[config.mk]
export PLATFORM = sky130hd
export DESIGN_NAME = pin_remap_and_exti_select
export DESIGN_NICKNAME = d
export VERILOG_FILES = /design/src/core/pin_remap_pkg.sv /design/src/core/pin_crossbar.sv /design/src/core/exti_line_select.sv /design/src/core/pin_remap_and_exti_select.sv
export SDC_FILE = /design/constraint.sdc
export NUM_CORES = 1
export LEC_CHECK = 0
export BUFFER_PORTS_ARGS = -buffer_cell sky130_fd_sc_hd__buf_2
export CAP_MARGIN = 10
export CORE_AREA = 2 2 171 173
export CTS_CLUSTER_SIZE = 28
export DETAILED_ROUTE_END_ITERATION = 12
export DIE_AREA = 0 0 173 175
export PLACE_DENSITY_LB_ADDON = 0.1
export SYNTH_ARGS = -nofsm -noshare
export SYNTH_HDL_FRONTEND = slang
export SYNTH_SLANG_ARGS = --single-unit
[constraint.sdc]
create_clock -name aclk -period 3.6 [get_ports aclk]
set_input_delay 0.18 -clock aclk [delete_from_list [all_inputs] [get_ports aclk]]
set_output_delay 0.18 -clock aclk [all_outputs]
set_load 0.01 [all_outputs]
[src/core/pin_remap_pkg.sv]
// What this block does
// - timer route 00: trigger A12, channels A8-A11, break B12, complements B13-B15.
// - timer route 01: trigger/channels unchanged, break A6, complements A7, B0, B1.
// - timer route 11: all timer lines on port E; code 10 unused.
// - serial3 route 00: tx, rx, ck, cts, rts on B10 to B14.
// - serial3 route 01: tx, rx, ck on C10-C12; cts, rts stay B13, B14.
// - serial3 route 11: tx, rx, ck, cts, rts on D8-D12; code 10 unused.
// - bit 3: serial2 cts, rts, tx, rx, ck on A0-A4, else D3-D7.
// - bit 2: serial1 tx/rx on A9/A10, else B6/B7.
// - bit 1: two-wire clock/data on B6/B7, else B8/B9.
// - bit 0 clear: sperial1 lines on A4, A5, A6, A7, A2, A3.
// - bit 0 set: chip select A15, other sperial1 lines on B3-B7.
// - four 4-bit irq source fields, line n at bits 4n+3:4n.
// - irq line n takes pin n of port A..E for codes 0-4.
package pin_remap_pkg;

  // ---------------------------------------------------------------
  // register map
  // ---------------------------------------------------------------
  localparam int unsigned AXI_ADDR_W = 8;
  localparam logic [7:0] REMAP_LOW_OFFSET = 8'h04;
  localparam logic [7:0] EXTI_SS0_OFFSET = 8'h08;
  localparam logic [7:0] IRQ_LEVEL_OFFSET = 8'h20;
  localparam int unsigned REMAP_LOW_W = 8;
  localparam int unsigned EXTI_SEL_W = 16;
  localparam logic [REMAP_LOW_W-1:0] REMAP_LOW_RESET = 8'h00;
  localparam logic [EXTI_SEL_W-1:0] EXTI_SS0_RESET = 16'h0000;
  localparam logic [1:0] RESP_OKAY = 2'h0;
  localparam logic [1:0] RESP_SLVERR = 2'h2;

  // ---------------------------------------------------------------
  // field positions and codes
  // ---------------------------------------------------------------
  localparam int unsigned ADV_TIMER_LSB = 6;
  localparam int unsigned SERIAL3_LSB = 4;
  localparam int unsigned SERIAL2_BIT = 3;
  localparam int unsigned SERIAL1_BIT = 2;
  localparam int unsigned TWOWIRE1_BIT = 1;
  localparam int unsigned SPERIAL1_BIT = 0;
  localparam logic [1:0] ROUTE_DEFAULT = 2'h0;
  localparam logic [1:0] ROUTE_PARTIAL = 2'h1;
  localparam logic [1:0] ROUTE_UNUSED = 2'h2;
  localparam logic [1:0] ROUTE_FULL = 2'h3;
  localparam int unsigned IRQ_SEL_W = 4;
  localparam int unsigned NUM_IRQ = 4;
  localparam logic [IRQ_SEL_W-1:0] IRQ_SEL_MAX = 4'h4;

  // ---------------------------------------------------------------
  // ports and peripheral signal indices
  // ---------------------------------------------------------------
  localparam int unsigned NUM_PORTS = 5;
  localparam int unsigned PINS_PER_PORT = 16;
  localparam logic [2:0] PORT_A = 3'h0;
  localparam logic [2:0] PORT_B = 3'h1;
  localparam logic [2:0] PORT_C = 3'h2;
  localparam logic [2:0] PORT_D = 3'h3;
  localparam logic [2:0] PORT_E = 3'h4;
  localparam int TMR_ETR = 0, TMR_CH0 = 1, TMR_CH1 = 2, TMR_CH2 = 3;
  localparam int TMR_CH3 = 4, TMR_BRK = 5;
  localparam int TMR_CN0 = 6, TMR_CN1 = 7, TMR_CN2 = 8;
  localparam int S3_TX = 9, S3_RX = 10, S3_CK = 11, S3_CTS = 12, S3_RTS = 13;
  localparam int S2_CTS = 14, S2_RTS = 15, S2_TX = 16, S2_RX = 17;
  localparam int S2_CK = 18, S1_TX = 19, S1_RX = 20;
  localparam int TW_SCL = 21, TW_SDA = 22;
  localparam int SP_NSS = 23, SP_SCK = 24, SP_MISO = 25, SP_MOSI = 26;
  localparam int SP_IO2 = 27, SP_IO3 = 28;
  localparam int NUM_SIG = 29;

  typedef logic [NUM_PORTS-1:0][PINS_PER_PORT-1:0] port_bank_t;
  typedef struct packed {
    logic [2:0] port;
    logic [3:0] pin;
  } pin_loc_s;
  typedef struct packed {
    logic o;
    logic oe;
  } pad_drive_s;

endpackage

[src/core/pin_crossbar.sv]
`timescale 1ns/1ps
module pin_crossbar #(
  parameter int NUM_SIG = pin_remap_pkg::NUM_SIG
) (
  input wire pin_remap_pkg::pin_loc_s [NUM_SIG-1:0] sig_loc,
  input wire pin_remap_pkg::pad_drive_s [NUM_SIG-1:0] periph_drive,
  input wire pin_remap_pkg::port_bank_t pin_in,
  output logic [NUM_SIG-1:0] periph_in,
  output pin_remap_pkg::port_bank_t pin_out,
  output pin_remap_pkg::port_bank_t pin_oe
);
  import pin_remap_pkg::*;

  // ---------------------------------------------------------------
  // pin to peripheral
  // ---------------------------------------------------------------
  for (genvar s = 0; s < NUM_SIG; s++) begin : g_in
    wire valid_port = (sig_loc[s].port < PORT_E + 3'h1);
    assign periph_in[s] = valid_port ?
      pin_in[sig_loc[s].port][sig_loc[s].pin] : 1'b0;
  end

  // ---------------------------------------------------------------
  // peripheral to pin
  // ---------------------------------------------------------------
  // shared pins: lowest signal index that drives wins, no contention
  always_comb begin
    pin_out = '0;
    pin_oe = '0;
    for (int s = NUM_SIG - 1; s >= 0; s--) begin
      if (periph_drive[s].oe && sig_loc[s].port < PORT_E + 3'h1) begin
        pin_out[sig_loc[s].port][sig_loc[s].pin] = periph_drive[s].o;
        pin_oe[sig_loc[s].port][sig_loc[s].pin] = 1'b1;
      end
    end
  end

endmodule

[src/core/exti_line_select.sv]
`timescale 1ns/1ps
module exti_line_select (
  input wire logic [pin_remap_pkg::EXTI_SEL_W-1:0] sel_word,
  input wire pin_remap_pkg::port_bank_t pin_in,
  output logic [pin_remap_pkg::NUM_IRQ-1:0] irq_line
);
  import pin_remap_pkg::*;

  // ---------------------------------------------------------------
  // per-line source mux
  // ---------------------------------------------------------------
  for (genvar n = 0; n < NUM_IRQ; n++) begin : g_line
    wire [IRQ_SEL_W-1:0] code = sel_word[n*IRQ_SEL_W +: IRQ_SEL_W];
    // reserved codes fall back to port a
    wire [2:0] port = (code <= IRQ_SEL_MAX) ? code[2:0] : PORT_A;
    assign irq_line[n] = pin_in[port][n];
  end

endmodule

[src/core/pin_remap_and_exti_select.sv]
// Design decision made here: the AXI4-Lite interface to the registers.
`timescale 1ns/1ps
module pin_remap_and_exti_select #(
  parameter int NUM_SIG = pin_remap_pkg::NUM_SIG
) (
  input wire logic aclk,
  input wire logic aresetn,
  input wire logic [pin_remap_pkg::AXI_ADDR_W-1:0] s_axi_awaddr,
  input wire logic [2:0] s_axi_awprot,
  input wire logic s_axi_awvalid,
  output logic s_axi_awready,
  input wire logic [31:0] s_axi_wdata,
  input wire logic [3:0] s_axi_wstrb,
  input wire logic s_axi_wvalid,
  output logic s_axi_wready,
  output logic [1:0] s_axi_bresp,
  output logic s_axi_bvalid,
  input wire logic s_axi_bready,
  input wire logic [pin_remap_pkg::AXI_ADDR_W-1:0] s_axi_araddr,
  input wire logic [2:0] s_axi_arprot,
  input wire logic s_axi_arvalid,
  output logic s_axi_arready,
  output logic [31:0] s_axi_rdata,
  output logic [1:0] s_axi_rresp,
  output logic s_axi_rvalid,
  input wire logic s_axi_rready,
  input wire pin_remap_pkg::port_bank_t pin_in,
  output pin_remap_pkg::port_bank_t pin_out,
  output pin_remap_pkg::port_bank_t pin_oe,
  input wire pin_remap_pkg::pad_drive_s [NUM_SIG-1:0] periph_drive,
  output logic [NUM_SIG-1:0] periph_in,
  output logic [pin_remap_pkg::NUM_IRQ-1:0] irq_line
);
  import pin_remap_pkg::*;

  // ---------------------------------------------------------------
  // helpers
  // ---------------------------------------------------------------
  function automatic pin_loc_s at(logic [2:0] port, logic [3:0] pin);
    pin_loc_s l;
    l.port = port;
    l.pin = pin;
    return l;
  endfunction

  // unused code 10 behaves as the default routing
  function automatic logic [1:0] eff_route(logic [1:0] code);
    return (code == ROUTE_UNUSED) ? ROUTE_DEFAULT : code;
  endfunction

  function automatic logic [31:0] merge(logic [31:0] old_v,
                                        logic [31:0] new_v,
                                        logic [3:0] strb);
    logic [31:0] r;
    r = old_v;
    for (int b = 0; b < 4; b++) begin
      if (strb[b]) begin
        r[b*8 +: 8] = new_v[b*8 +: 8];
      end
    end
    return r;
  endfunction

  // ---------------------------------------------------------------
  // route table
  // ---------------------------------------------------------------
  function automatic pin_loc_s loc_of(int sig, logic [7:0] rm);
    logic [1:0] tm;
    logic [1:0] s3;
    logic t_full;
    logic t_part;
    logic s3_full;
    logic s3_part;
    pin_loc_s l;
    tm = eff_route(rm[ADV_TIMER_LSB +: 2]);
    s3 = eff_route(rm[SERIAL3_LSB +: 2]);
    t_full = (tm == ROUTE_FULL);
    t_part = (tm == ROUTE_PARTIAL);
    s3_full = (s3 == ROUTE_FULL);
    s3_part = (s3 == ROUTE_PARTIAL);
    l = at(PORT_A, 4'h0);
    case (sig)
      TMR_ETR: l = t_full ? at(PORT_E, 4'h7) : at(PORT_A, 4'hc);
      TMR_CH0: l = t_full ? at(PORT_E, 4'h9) : at(PORT_A, 4'h8);
      TMR_CH1: l = t_full ? at(PORT_E, 4'hb) : at(PORT_A, 4'h9);
      TMR_CH2: l = t_full ? at(PORT_E, 4'hd) : at(PORT_A, 4'ha);
      TMR_CH3: l = t_full ? at(PORT_E, 4'he) : at(PORT_A, 4'hb);
      TMR_BRK: begin
        l = t_full ? at(PORT_E, 4'hf) :
            t_part ? at(PORT_A, 4'h6) : at(PORT_B, 4'hc);
      end
      TMR_CN0: begin
        l = t_full ? at(PORT_E, 4'h8) :
            t_part ? at(PORT_A, 4'h7) : at(PORT_B, 4'hd);
      end
      TMR_CN1: begin
        l = t_full ? at(PORT_E, 4'ha) :
            t_part ? at(PORT_B, 4'h0) : at(PORT_B, 4'he);
      end
      TMR_CN2: begin
        l = t_full ? at(PORT_E, 4'hc) :
            t_part ? at(PORT_B, 4'h1) : at(PORT_B, 4'hf);
      end
      S3_TX: begin
        l = s3_full ? at(PORT_D, 4'h8) :
            s3_part ? at(PORT_C, 4'ha) : at(PORT_B, 4'ha);
      end
      S3_RX: begin
        l = s3_full ? at(PORT_D, 4'h9) :
            s3_part ? at(PORT_C, 4'hb) : at(PORT_B, 4'hb);
      end
      S3_CK: begin
        l = s3_full ? at(PORT_D, 4'ha) :
            s3_part ? at(PORT_C, 4'hc) : at(PORT_B, 4'hc);
      end
      S3_CTS: l = s3_full ? at(PORT_D, 4'hb) : at(PORT_B, 4'hd);
      S3_RTS: l = s3_full ? at(PORT_D, 4'hc) : at(PORT_B, 4'he);
      S2_CTS: l = rm[SERIAL2_BIT] ? at(PORT_D, 4'h3) : at(PORT_A, 4'h0);
      S2_RTS: l = rm[SERIAL2_BIT] ? at(PORT_D, 4'h4) : at(PORT_A, 4'h1);
      S2_TX: l = rm[SERIAL2_BIT] ? at(PORT_D, 4'h5) : at(PORT_A, 4'h2);
      S2_RX: l = rm[SERIAL2_BIT] ? at(PORT_D, 4'h6) : at(PORT_A, 4'h3);
      S2_CK: l = rm[SERIAL2_BIT] ? at(PORT_D, 4'h7) : at(PORT_A, 4'h4);
      S1_TX: l = rm[SERIAL1_BIT] ? at(PORT_B, 4'h6) : at(PORT_A, 4'h9);
      S1_RX: l = rm[SERIAL1_BIT] ? at(PORT_B, 4'h7) : at(PORT_A, 4'ha);
      TW_SCL: l = rm[TWOWIRE1_BIT] ? at(PORT_B, 4'h8) : at(PORT_B, 4'h6);
      TW_SDA: l = rm[TWOWIRE1_BIT] ? at(PORT_B, 4'h9) : at(PORT_B, 4'h7);
      SP_NSS: l = rm[SPERIAL1_BIT] ? at(PORT_A, 4'hf) : at(PORT_A, 4'h4);
      SP_SCK: l = rm[SPERIAL1_BIT] ? at(PORT_B, 4'h3) : at(PORT_A, 4'h5);
      SP_MISO: l = rm[SPERIAL1_BIT] ? at(PORT_B, 4'h4) : at(PORT_A, 4'h6);
      SP_MOSI: l = rm[SPERIAL1_BIT] ? at(PORT_B, 4'h5) : at(PORT_A, 4'h7);
      SP_IO2: l = rm[SPERIAL1_BIT] ? at(PORT_B, 4'h6) : at(PORT_A, 4'h2);
      SP_IO3: l = rm[SPERIAL1_BIT] ? at(PORT_B, 4'h7) : at(PORT_A, 4'h3);
      default: l = at(PORT_A, 4'h0);
    endcase
    return l;
  endfunction

  // ---------------------------------------------------------------
  // registers
  // ---------------------------------------------------------------
  logic [REMAP_LOW_W-1:0] remap_low_r;
  logic [REMAP_LOW_W-1:0] remap_low_nxt;
  logic [EXTI_SEL_W-1:0] exti_sel_r;
  logic [EXTI_SEL_W-1:0] exti_sel_nxt;

  // ---------------------------------------------------------------
  // write channel state
  // ---------------------------------------------------------------
  logic aw_hold_r;
  logic [AXI_ADDR_W-1:0] aw_addr_r;
  logic w_hold_r;
  logic [31:0] w_data_r;
  logic [3:0] w_strb_r;
  logic bvalid_r;
  logic [1:0] bresp_r;

  wire aw_take = s_axi_awvalid && s_axi_awready;
  wire w_take = s_axi_wvalid && s_axi_wready;
  // write address and data may arrive in either order
  wire wr_fire = aw_hold_r && w_hold_r;
  wire [7:0] wr_word = {aw_addr_r[7:2], 2'h0};
  wire wr_hit_remap = (wr_word == REMAP_LOW_OFFSET);
  wire wr_hit_exti = (wr_word == EXTI_SS0_OFFSET);
  wire wr_ok = wr_hit_remap || wr_hit_exti;

  wire [31:0] remap_merged =
    merge({24'h0, remap_low_r}, w_data_r, w_strb_r);
  wire [31:0] exti_merged =
    merge({16'h0, exti_sel_r}, w_data_r, w_strb_r);

  assign s_axi_awready = !aw_hold_r && !bvalid_r;
  assign s_axi_wready = !w_hold_r && !bvalid_r;
  assign s_axi_bvalid = bvalid_r;
  assign s_axi_bresp = bresp_r;

  // upper bits are not stored, so they are dropped on write
  assign remap_low_nxt = (wr_fire && wr_hit_remap) ?
    remap_merged[REMAP_LOW_W-1:0] : remap_low_r;
  // software keeps 31:16 at zero; the device ignores them
  assign exti_sel_nxt = (wr_fire && wr_hit_exti) ?
    exti_merged[EXTI_SEL_W-1:0] : exti_sel_r;

  always_ff @(posedge aclk) begin
    if (!aresetn) begin
      remap_low_r <= REMAP_LOW_RESET;
      exti_sel_r <= EXTI_SS0_RESET;
    end else begin
      remap_low_r <= remap_low_nxt;
      exti_sel_r <= exti_sel_nxt;
    end
  end

  always_ff @(posedge aclk) begin
    if (!aresetn) begin
      aw_hold_r <= 1'b0;
      aw_addr_r <= '0;
    end else if (aw_take) begin
      aw_hold_r <= 1'b1;
      aw_addr_r <= s_axi_awaddr;
    end else if (wr_fire) begin
      aw_hold_r <= 1'b0;
    end
  end

  always_ff @(posedge aclk) begin
    if (!aresetn) begin
      w_hold_r <= 1'b0;
      w_data_r <= '0;
      w_strb_r <= '0;
    end else if (w_take) begin
      w_hold_r <= 1'b1;
      w_data_r <= s_axi_wdata;
      w_strb_r <= s_axi_wstrb;
    end else if (wr_fire) begin
      w_hold_r <= 1'b0;
    end
  end

  always_ff @(posedge aclk) begin
    if (!aresetn) begin
      bvalid_r <= 1'b0;
      bresp_r <= RESP_OKAY;
    end else if (wr_fire) begin
      bvalid_r <= 1'b1;
      bresp_r <= wr_ok ? RESP_OKAY : RESP_SLVERR;
    end else if (s_axi_bready) begin
      bvalid_r <= 1'b0;
    end
  end

  // ---------------------------------------------------------------
  // read channel
  // ---------------------------------------------------------------
  logic rvalid_r;
  logic [31:0] rdata_r;
  logic [1:0] rresp_r;

  wire ar_take = s_axi_arvalid && s_axi_arready;
  wire [7:0] rd_word = {s_axi_araddr[7:2], 2'h0};
  wire rd_hit_remap = (rd_word == REMAP_LOW_OFFSET);
  wire rd_hit_exti = (rd_word == EXTI_SS0_OFFSET);
  wire rd_hit_level = (rd_word == IRQ_LEVEL_OFFSET);
  wire rd_ok = rd_hit_remap || rd_hit_exti || rd_hit_level;
  wire [31:0] rd_value =
    rd_hit_remap ? {24'h0, remap_low_r} :
    rd_hit_exti ? {16'h0, exti_sel_r} :
    rd_hit_level ? {28'h0, irq_line} : 32'h0;

  assign s_axi_arready = !rvalid_r;
  assign s_axi_rvalid = rvalid_r;
  assign s_axi_rdata = rdata_r;
  assign s_axi_rresp = rresp_r;

  always_ff @(posedge aclk) begin
    if (!aresetn) begin
      rvalid_r <= 1'b0;
      rdata_r <= '0;
      rresp_r <= RESP_OKAY;
    end else if (ar_take) begin
      rvalid_r <= 1'b1;
      rdata_r <= rd_value;
      rresp_r <= rd_ok ? RESP_OKAY : RESP_SLVERR;
    end else if (s_axi_rready) begin
      rvalid_r <= 1'b0;
    end
  end

  // ---------------------------------------------------------------
  // pin routing
  // ---------------------------------------------------------------
  // locations follow the registers with no pipeline stage, so a
  // route change is seen on the pins in the cycle after the write
  pin_loc_s [NUM_SIG-1:0] sig_loc;

  for (genvar s = 0; s < NUM_SIG; s++) begin : g_loc
    assign sig_loc[s] = loc_of(s, remap_low_r);
  end

  pin_crossbar #(
    .NUM_SIG(NUM_SIG)
  ) u_crossbar (
    .sig_loc(sig_loc),
    .periph_drive(periph_drive),
    .pin_in(pin_in),
    .periph_in(periph_in),
    .pin_out(pin_out),
    .pin_oe(pin_oe)
  );

  // ---------------------------------------------------------------
  // irq line sources
  // ---------------------------------------------------------------
  exti_line_select u_exti (
    .sel_word(exti_sel_r),
    .pin_in(pin_in),
    .irq_line(irq_line)
  );

endmodule

==> metrics.txt, run 1 <==
clk_lat worst skew ~0.33 ns; Slew @ Worst Pin 1.01 ns; Mapped Cells between 600 and 700; Layout Nets 1,147; Initial Utilization 18.0%; drt pass-1 iters 4; DRC Markers 0; first-pass GRT wire length 34,000 µm; clk_skew 0.00738 ns; layout cell share with drive strength beyond 1 39.2%; largest net degree at the start of global routing 42; total setup buffers inserted after CTS 0; H-tree Lvls 3; worst path arrival time 2.27 ns; core area 0.0284 mm²; Worst-path clk slew 0.06 ns; root buf cell clkbuf_16; Post-synth EDFFs 0; post-synthesis async set-or-reset flop share 0%; die height 175 µm; Netlist cell types 55; Setup CP Type register to primary output; total CTS buffers 9; FF-to-FF End exti_sel_r[9]; drt via density approximately 4; row cnt 62; Routed Antenna Nets 0; pwr dens 290 mW/mm²; most frequent cells in the layout 315 x buf_2, 81 x nand2_1, 76 x conb_1, 70 x dfxtp_1, 56 x nor2b_1; hold crit path type input pin to register; 1st-iter DRT viols 138; R2R Path Start aw_addr_r[7]; Worst setup SP type register; TritonCTS clock tree done; Hold Worst Slack 0.0985 ns; max-cap check violation count 0; Crit. End Element primary output; Post-Route WL 23,500 µm; most common cell after layout, fill and taps aside buf_2; RSZ-0062 raised after global routing false; HP Start s_axi_arvalid; Die Wd between 150 and 200 µm; status finished, final reports clean; GP Congestion 0.778; period utilization 68.1%; WL per Instance roughly 18 µm; Slew Limit Fails 0; Mapped Area 0.00512 mm²; I/O Buffers roughly 320; Resize count post-CTS 0; Reg2Reg Depth 4; Finish-stage setup viols 0; Peak supply drop 166 µV; total clock sinks 70; Tmin final around 2.5 ns; CP Data Required Time 3.42 ns; final hold vios 0; initial antenna violation count 4; Ports 437; vias 5,274; slack of the worst reg-to-reg path 1.74 ns; Worst Hold Path Cells 2; relative slew slack 32.4%; Tot GR Track Use 14.9%; synthesis-stage register bit count 70; Total Negative Setup Slacks 0 ns; grt ovf 0; Syn-to-layout area delta 38.0%; Crit Path Max Fanout 16; Worst Hold End s_axi_rvalid; sequential share of the synthesized area a little over a quarter; clk buf depth 2; Post-CTS Hold Buffers 0; post-DP HPWL 19,100 µm; die area 0.0303 mm²; Primary FF master, synth dfxtp_1; vias in the first global route 5,127; Leak Pwr 3.61 nW; fmax 0.408 GHz; Syn Area/Cell 7.94 µm²; YS warnings 0
==> metal layers <==
metal  track usage [%]  routed length, µm  vias up
met3              3.31               1370       19
met4              2.65                228        4
met5                 0                 28        -
li1                  -                  -     2657
met2              28.4              12600      202
met1              17.1               9330     2392
==> cell type report <==
type | count | area (µm²)
repair buffers | 323 | 1640
multi-input cells | 533 | 3260
clock buffers | 15 | 258
well taps | 384 | 480
fillers | 3287 | 21300
inverters | 7 | 26.3
diodes | 1 | 2.50
flip-flops and latches | 70 | 1400
clock inverters | 1 | 5.00
==> worst max-delay path by stage <==
stage	start	to	depth (start not counted)
after floorplan	s_axi_araddr[4]	s_axi_rdata[1]	5
after global placement	s_axi_araddr[4]	s_axi_rdata[2]	5
after detailed placement	s_axi_araddr[4]	s_axi_rdata[2]	5
after CTS	remap_low_r[6]	pin_out[9]	5
after global routing	remap_low_r[6]	pin_out[9]	5
final	remap_low_r[6]	pin_out[9]	5
==> where the power goes <==
group	switching [mW]	leakage, nW	total (mW)	internal, mW
Sequential	0.0187	0.569	0.821	0.802
Combinational	0.236	2.91	0.411	0.175
Clock	0.330	0.128	0.816	0.486
Total	0.585	3.61	2.05	1.46
==> metrics by stage <==
step                worst slack [ns]  util (%)  total power, mW  std cells  instance area, µm²
floorplan                       2.04         -             1.11        720                5400
global placement                1.34      24.0             1.26       1317                6800
detailed placement              1.38      24.0             1.26       1317                6800
CTS                             1.05      24.9             2.08       1333                7070
global route                   0.909      24.9             2.16       1333                7070
finish                          1.15      24.9             2.05       1334                7070
==> worst max-delay path, cell delays in order, from the launching register on <==
cell,delay [ns]
dfxtp_1,0.72
nand2_1,0.57
nand2_1,0.22
o21ai_0,0.12
a21boi_0,0.15
buf_2,0.15
==> synth_stat cells (2+ instances only) <==
| cell | number | area share [%] |
|---|---|---|
| a211oi_1 | 4 | 0.59 |
| mux2i_1 | 38 | 7.4 |
| nor3_1 | 6 | 0.59 |
| and2_0 | 5 | 0.61 |
| nand3b_1 | 2 | 0.29 |
| and3_1 | 30 | 3.7 |
| dfxtp_1 | 70 | 27 |
| and2_1 | 31 | 3.8 |
| nand4bb_1 | 4 | 0.88 |
| mux2_2 | 27 | 5.9 |
| a21boi_2 | 3 | 0.66 |
| o21bai_1 | 3 | 0.44 |
| a21boi_0 | 20 | 2.9 |
| inv_1 | 6 | 0.44 |
| nand4_2 | 2 | 0.49 |
| nor2_1 | 44 | 3.2 |
| a21oi_1 | 20 | 2.0 |
| a221oi_1 | 8 | 1.4 |
| nand3_1 | 10 | 0.98 |
| buf_6 | 2 | 0.44 |
| o21a_1 | 4 | 0.59 |
| a31oi_1 | 5 | 0.61 |
| nor2b_1 | 56 | 6.8 |
| nor4b_4 | 2 | 0.93 |
| nand4_1 | 2 | 0.24 |
| o21ai_0 | 14 | 1.4 |
| a22o_1 | 2 | 0.34 |
| nand2b_1 | 10 | 1.2 |
| a21o_1 | 3 | 0.44 |
| buf_2 | 2 | 0.20 |
| a32o_1 | 3 | 0.59 |
| clkbuf_1 | 29 | 2.1 |
| buf_4 | 76 | 11 |
| nand2_1 | 81 | 5.9 |
==> flip-flops by register name, indices dropped and copies added, names as in the netlist <==
register      cells
s_axi_rvalid      1
exti_sel_r       16
w_hold_r          1
s_axi_rresp       1
w_strb_r          2
s_axi_bvalid      1
aw_hold_r         1
s_axi_bresp       1
w_data_r         16
s_axi_rdata      16
remap_low_r       8
aw_addr_r         6
==> kinds of logic after synthesis <==
group | Yosys count | share of synthesized area [%]
AOI/OAI and AO/OA | 99 | 13.6
buffers and inverters | 117 | 14.5
DFF | 70 | 27.4
muxes | 65 | 13.4
other | 1 | 0.0732
and+or+nand+nor | 293 | 31.1
Note: power is estimated with default switching activity, not from simulation.
==> inputs of run 2 (changes only) <==
Settings changed: CORE_AREA 2 2 171 173 to 2 2 172 174, DIE_AREA 0 0 173 175 to 0 0 174 176.
Clock period 3.6 ns to 2.4 ns, I/O delays scaled along.
==> metrics.txt, run 2 (synthesis results as in run 1) <==
WL per Instance 17.6 µm (-0.38%); Routed Antenna Nets 0 (unchanged); TritonCTS clock tree done; die area 0.0306 mm² (+1.2%); Slew @ Worst Pin 0.819 ns (-0.191 ns); Reg2Reg Depth 4 (unchanged); Post-Route WL 23,600 µm (+0.22%); vias 5,347 (+1.4%); area of the multi-input gates 0.00326 mm² (unchanged); post-route cell area 0.00716 mm² (+1.3%); fin cells 1,342 (+0.60%); Comb pwr share 20.0% (about the same); FF-to-FF End exti_sel_r[13]; Max stage delay cell, worst path dfxtp_1; status finished, final reports clean; Pwr Total 3.12 mW (+52%); clk_skew 0.0102 ns (+0.00280 ns); most common cell after layout, fill and taps aside buf_2; Slew Limit Fails 0 (unchanged); Tot GR Track Use 14.5% (-0.40 points); Worst Hold End s_axi_rvalid; total CTS buffers 9 (unchanged); total setup buffers inserted after CTS 0 (unchanged); Peak supply drop 247 µV (+49%); total clock sinks 70 (unchanged); first-pass GRT wire length 33,400 µm (-1.9%); Syn-to-layout area delta 39.8%; grt ovf 0 (unchanged); fin util 25.1% (+0.18 points); layout cell share with drive strength beyond 1 40.1% (+0.86 points); Setup CP Type register to primary output; initial antenna violation count 5 (+1); vias in the first global route 5,115 (-0.23%); pwr dens 436 mW/mm² (+51%); register area 0.00140 mm² (unchanged); core area 0.0285 mm² (+0.55%); clk_lat worst skew 0.33 ns (about the same); Internal Pwr Total 2.22 mW (+52%); DRC Markers 0 (unchanged); Resize count post-CTS 0 (unchanged); Switching Fraction 28.9% (+0.40 points); most frequent cells in the layout 315 x buf_2, 81 x nand2_1, 76 x conb_1, 70 x dfxtp_1, 56 x nor2b_1; hold crit path type input pin to register; Crit. End Element primary output; Post-CTS Hold Buffers 0 (unchanged); Clk network pwr share 40.6% (+0.7 points); post-DP HPWL 19,300 µm (+0.95%); Finish-stage setup viols 0 (unchanged); RSZ-0062 raised after global routing false; Switch Pwr 0.904 mW (+55%); worst path arrival time 1.99 ns (-0.28 ns); Placed Cells 1,325 (+0.61%); Worst setup SP type register; relative slew slack 45.4% (+13 points); root buf cell clkbuf_16; Ports 437 (unchanged); Worst Hold Path Cells 2 (unchanged); 1st-iter DRT viols 179 (+30%); final hold vios 0 (unchanged); period utilization 87.9%; max-cap check violation count 0 (unchanged); Crit Path Max Fanout 12 (-4); Initial Utilization 17.9% (-0.098 points); Cell Area, Placed 0.00688 mm² (+1.1%); HP Start s_axi_arvalid; CP Data Required Time 2.28 ns (-1.14 ns); CP delay by family, top flip-flops; die height 176 µm (+0.57%); Buf/Inv on CP 2 (+1); Worst-path clk slew 0.06 ns (about the same); drt via density 3.98 (+0.78%); cell breakdown of the critical path buf_4 > nand2b_1 > mux2_2 > and2_1 > buf_2; Tmin final 2.11 ns; Worst Setup Slack, final 0.290 ns (-0.858 ns); Hold Worst Slack 0.0302 ns (-0.0683 ns); I/O Buffers 315 (unchanged); Reg power frac 39.4% (-0.7 points); drt pass-1 iters 4 (unchanged); Leak Pwr 3.66 nW (+1.4%); Die Wd 174 µm (+0.58%); GP Congestion 0.787 (+1.2%); fmax 0.474 GHz; R2R Path Start aw_addr_r[7]; Max stage delay on crit path 0.63 ns (-0.09 ns); H-tree Lvls 3 (unchanged); clk buf depth 2 (unchanged); row cnt 62 (unchanged); pre-CTS setup slack 0.538 ns (-0.840 ns); largest net degree at the start of global routing 52 (+24%); Total Negative Setup Slacks 0 ns (unchanged); slack of the worst reg-to-reg path 0.56 ns (-1.18 ns); Layout Nets 1,155 (+0.70%); Fillers 3,292 (+0.15%)
run 2: changes by cell type in the layout (fill, tap and decap cells not counted), sizes merged:
cell / change
buf: +8
clkbuf: -3
diode: +1
clkinvlp: +2
run 2: worst max-delay path by stage:
stage / from / end / slack, ns / depth (start not counted)
2_1_floorplan: s_axi_bvalid / w_data_r[10] / 0.88 / 6
3_3_place_gp: aw_addr_r[7] / exti_sel_r[10] / 0.54 / 4
3_5_place_dp: aw_addr_r[7] / exti_sel_r[9] / 0.54 / 4
4_1_cts: remap_low_r[6] / pin_out[28] / 0.22 / 5
5_1_grt: remap_low_r[6] / pin_out[28] / 0.14 / 5
6_report: remap_low_r[6] / pin_out[28] / 0.29 / 5
run 2: power by group through the flow:
stage               Clock (mW)  Combinational, mW  Sequential [mW]
finish                    1.27              0.625             1.23
CTS                       1.31              0.635             1.23
global route              1.36              0.692             1.24
floorplan                    0              0.406             1.25
detailed placement           0              0.633             1.26
global placement             0              0.633             1.26
run 2: cell type report:
cell class              count  area share [%]
diodes                      2          0.0699
clock buffers              12            3.58
clock inverters             3           0.280
inverters                   7           0.367
multi-input cells         533            45.5
flip-flops and latches     70            19.6
well taps                 384            6.71
repair buffers            331            23.9
run 2: layer usage:
layer,vias to the layer above,track usage (%),share of wire [%]
met5,-,0,0.055
met4,2,2.66,0.96
met3,16,3.12,5.5
met2,194,26.9,52
met1,2459,17.3,42
li1,2676,-,-
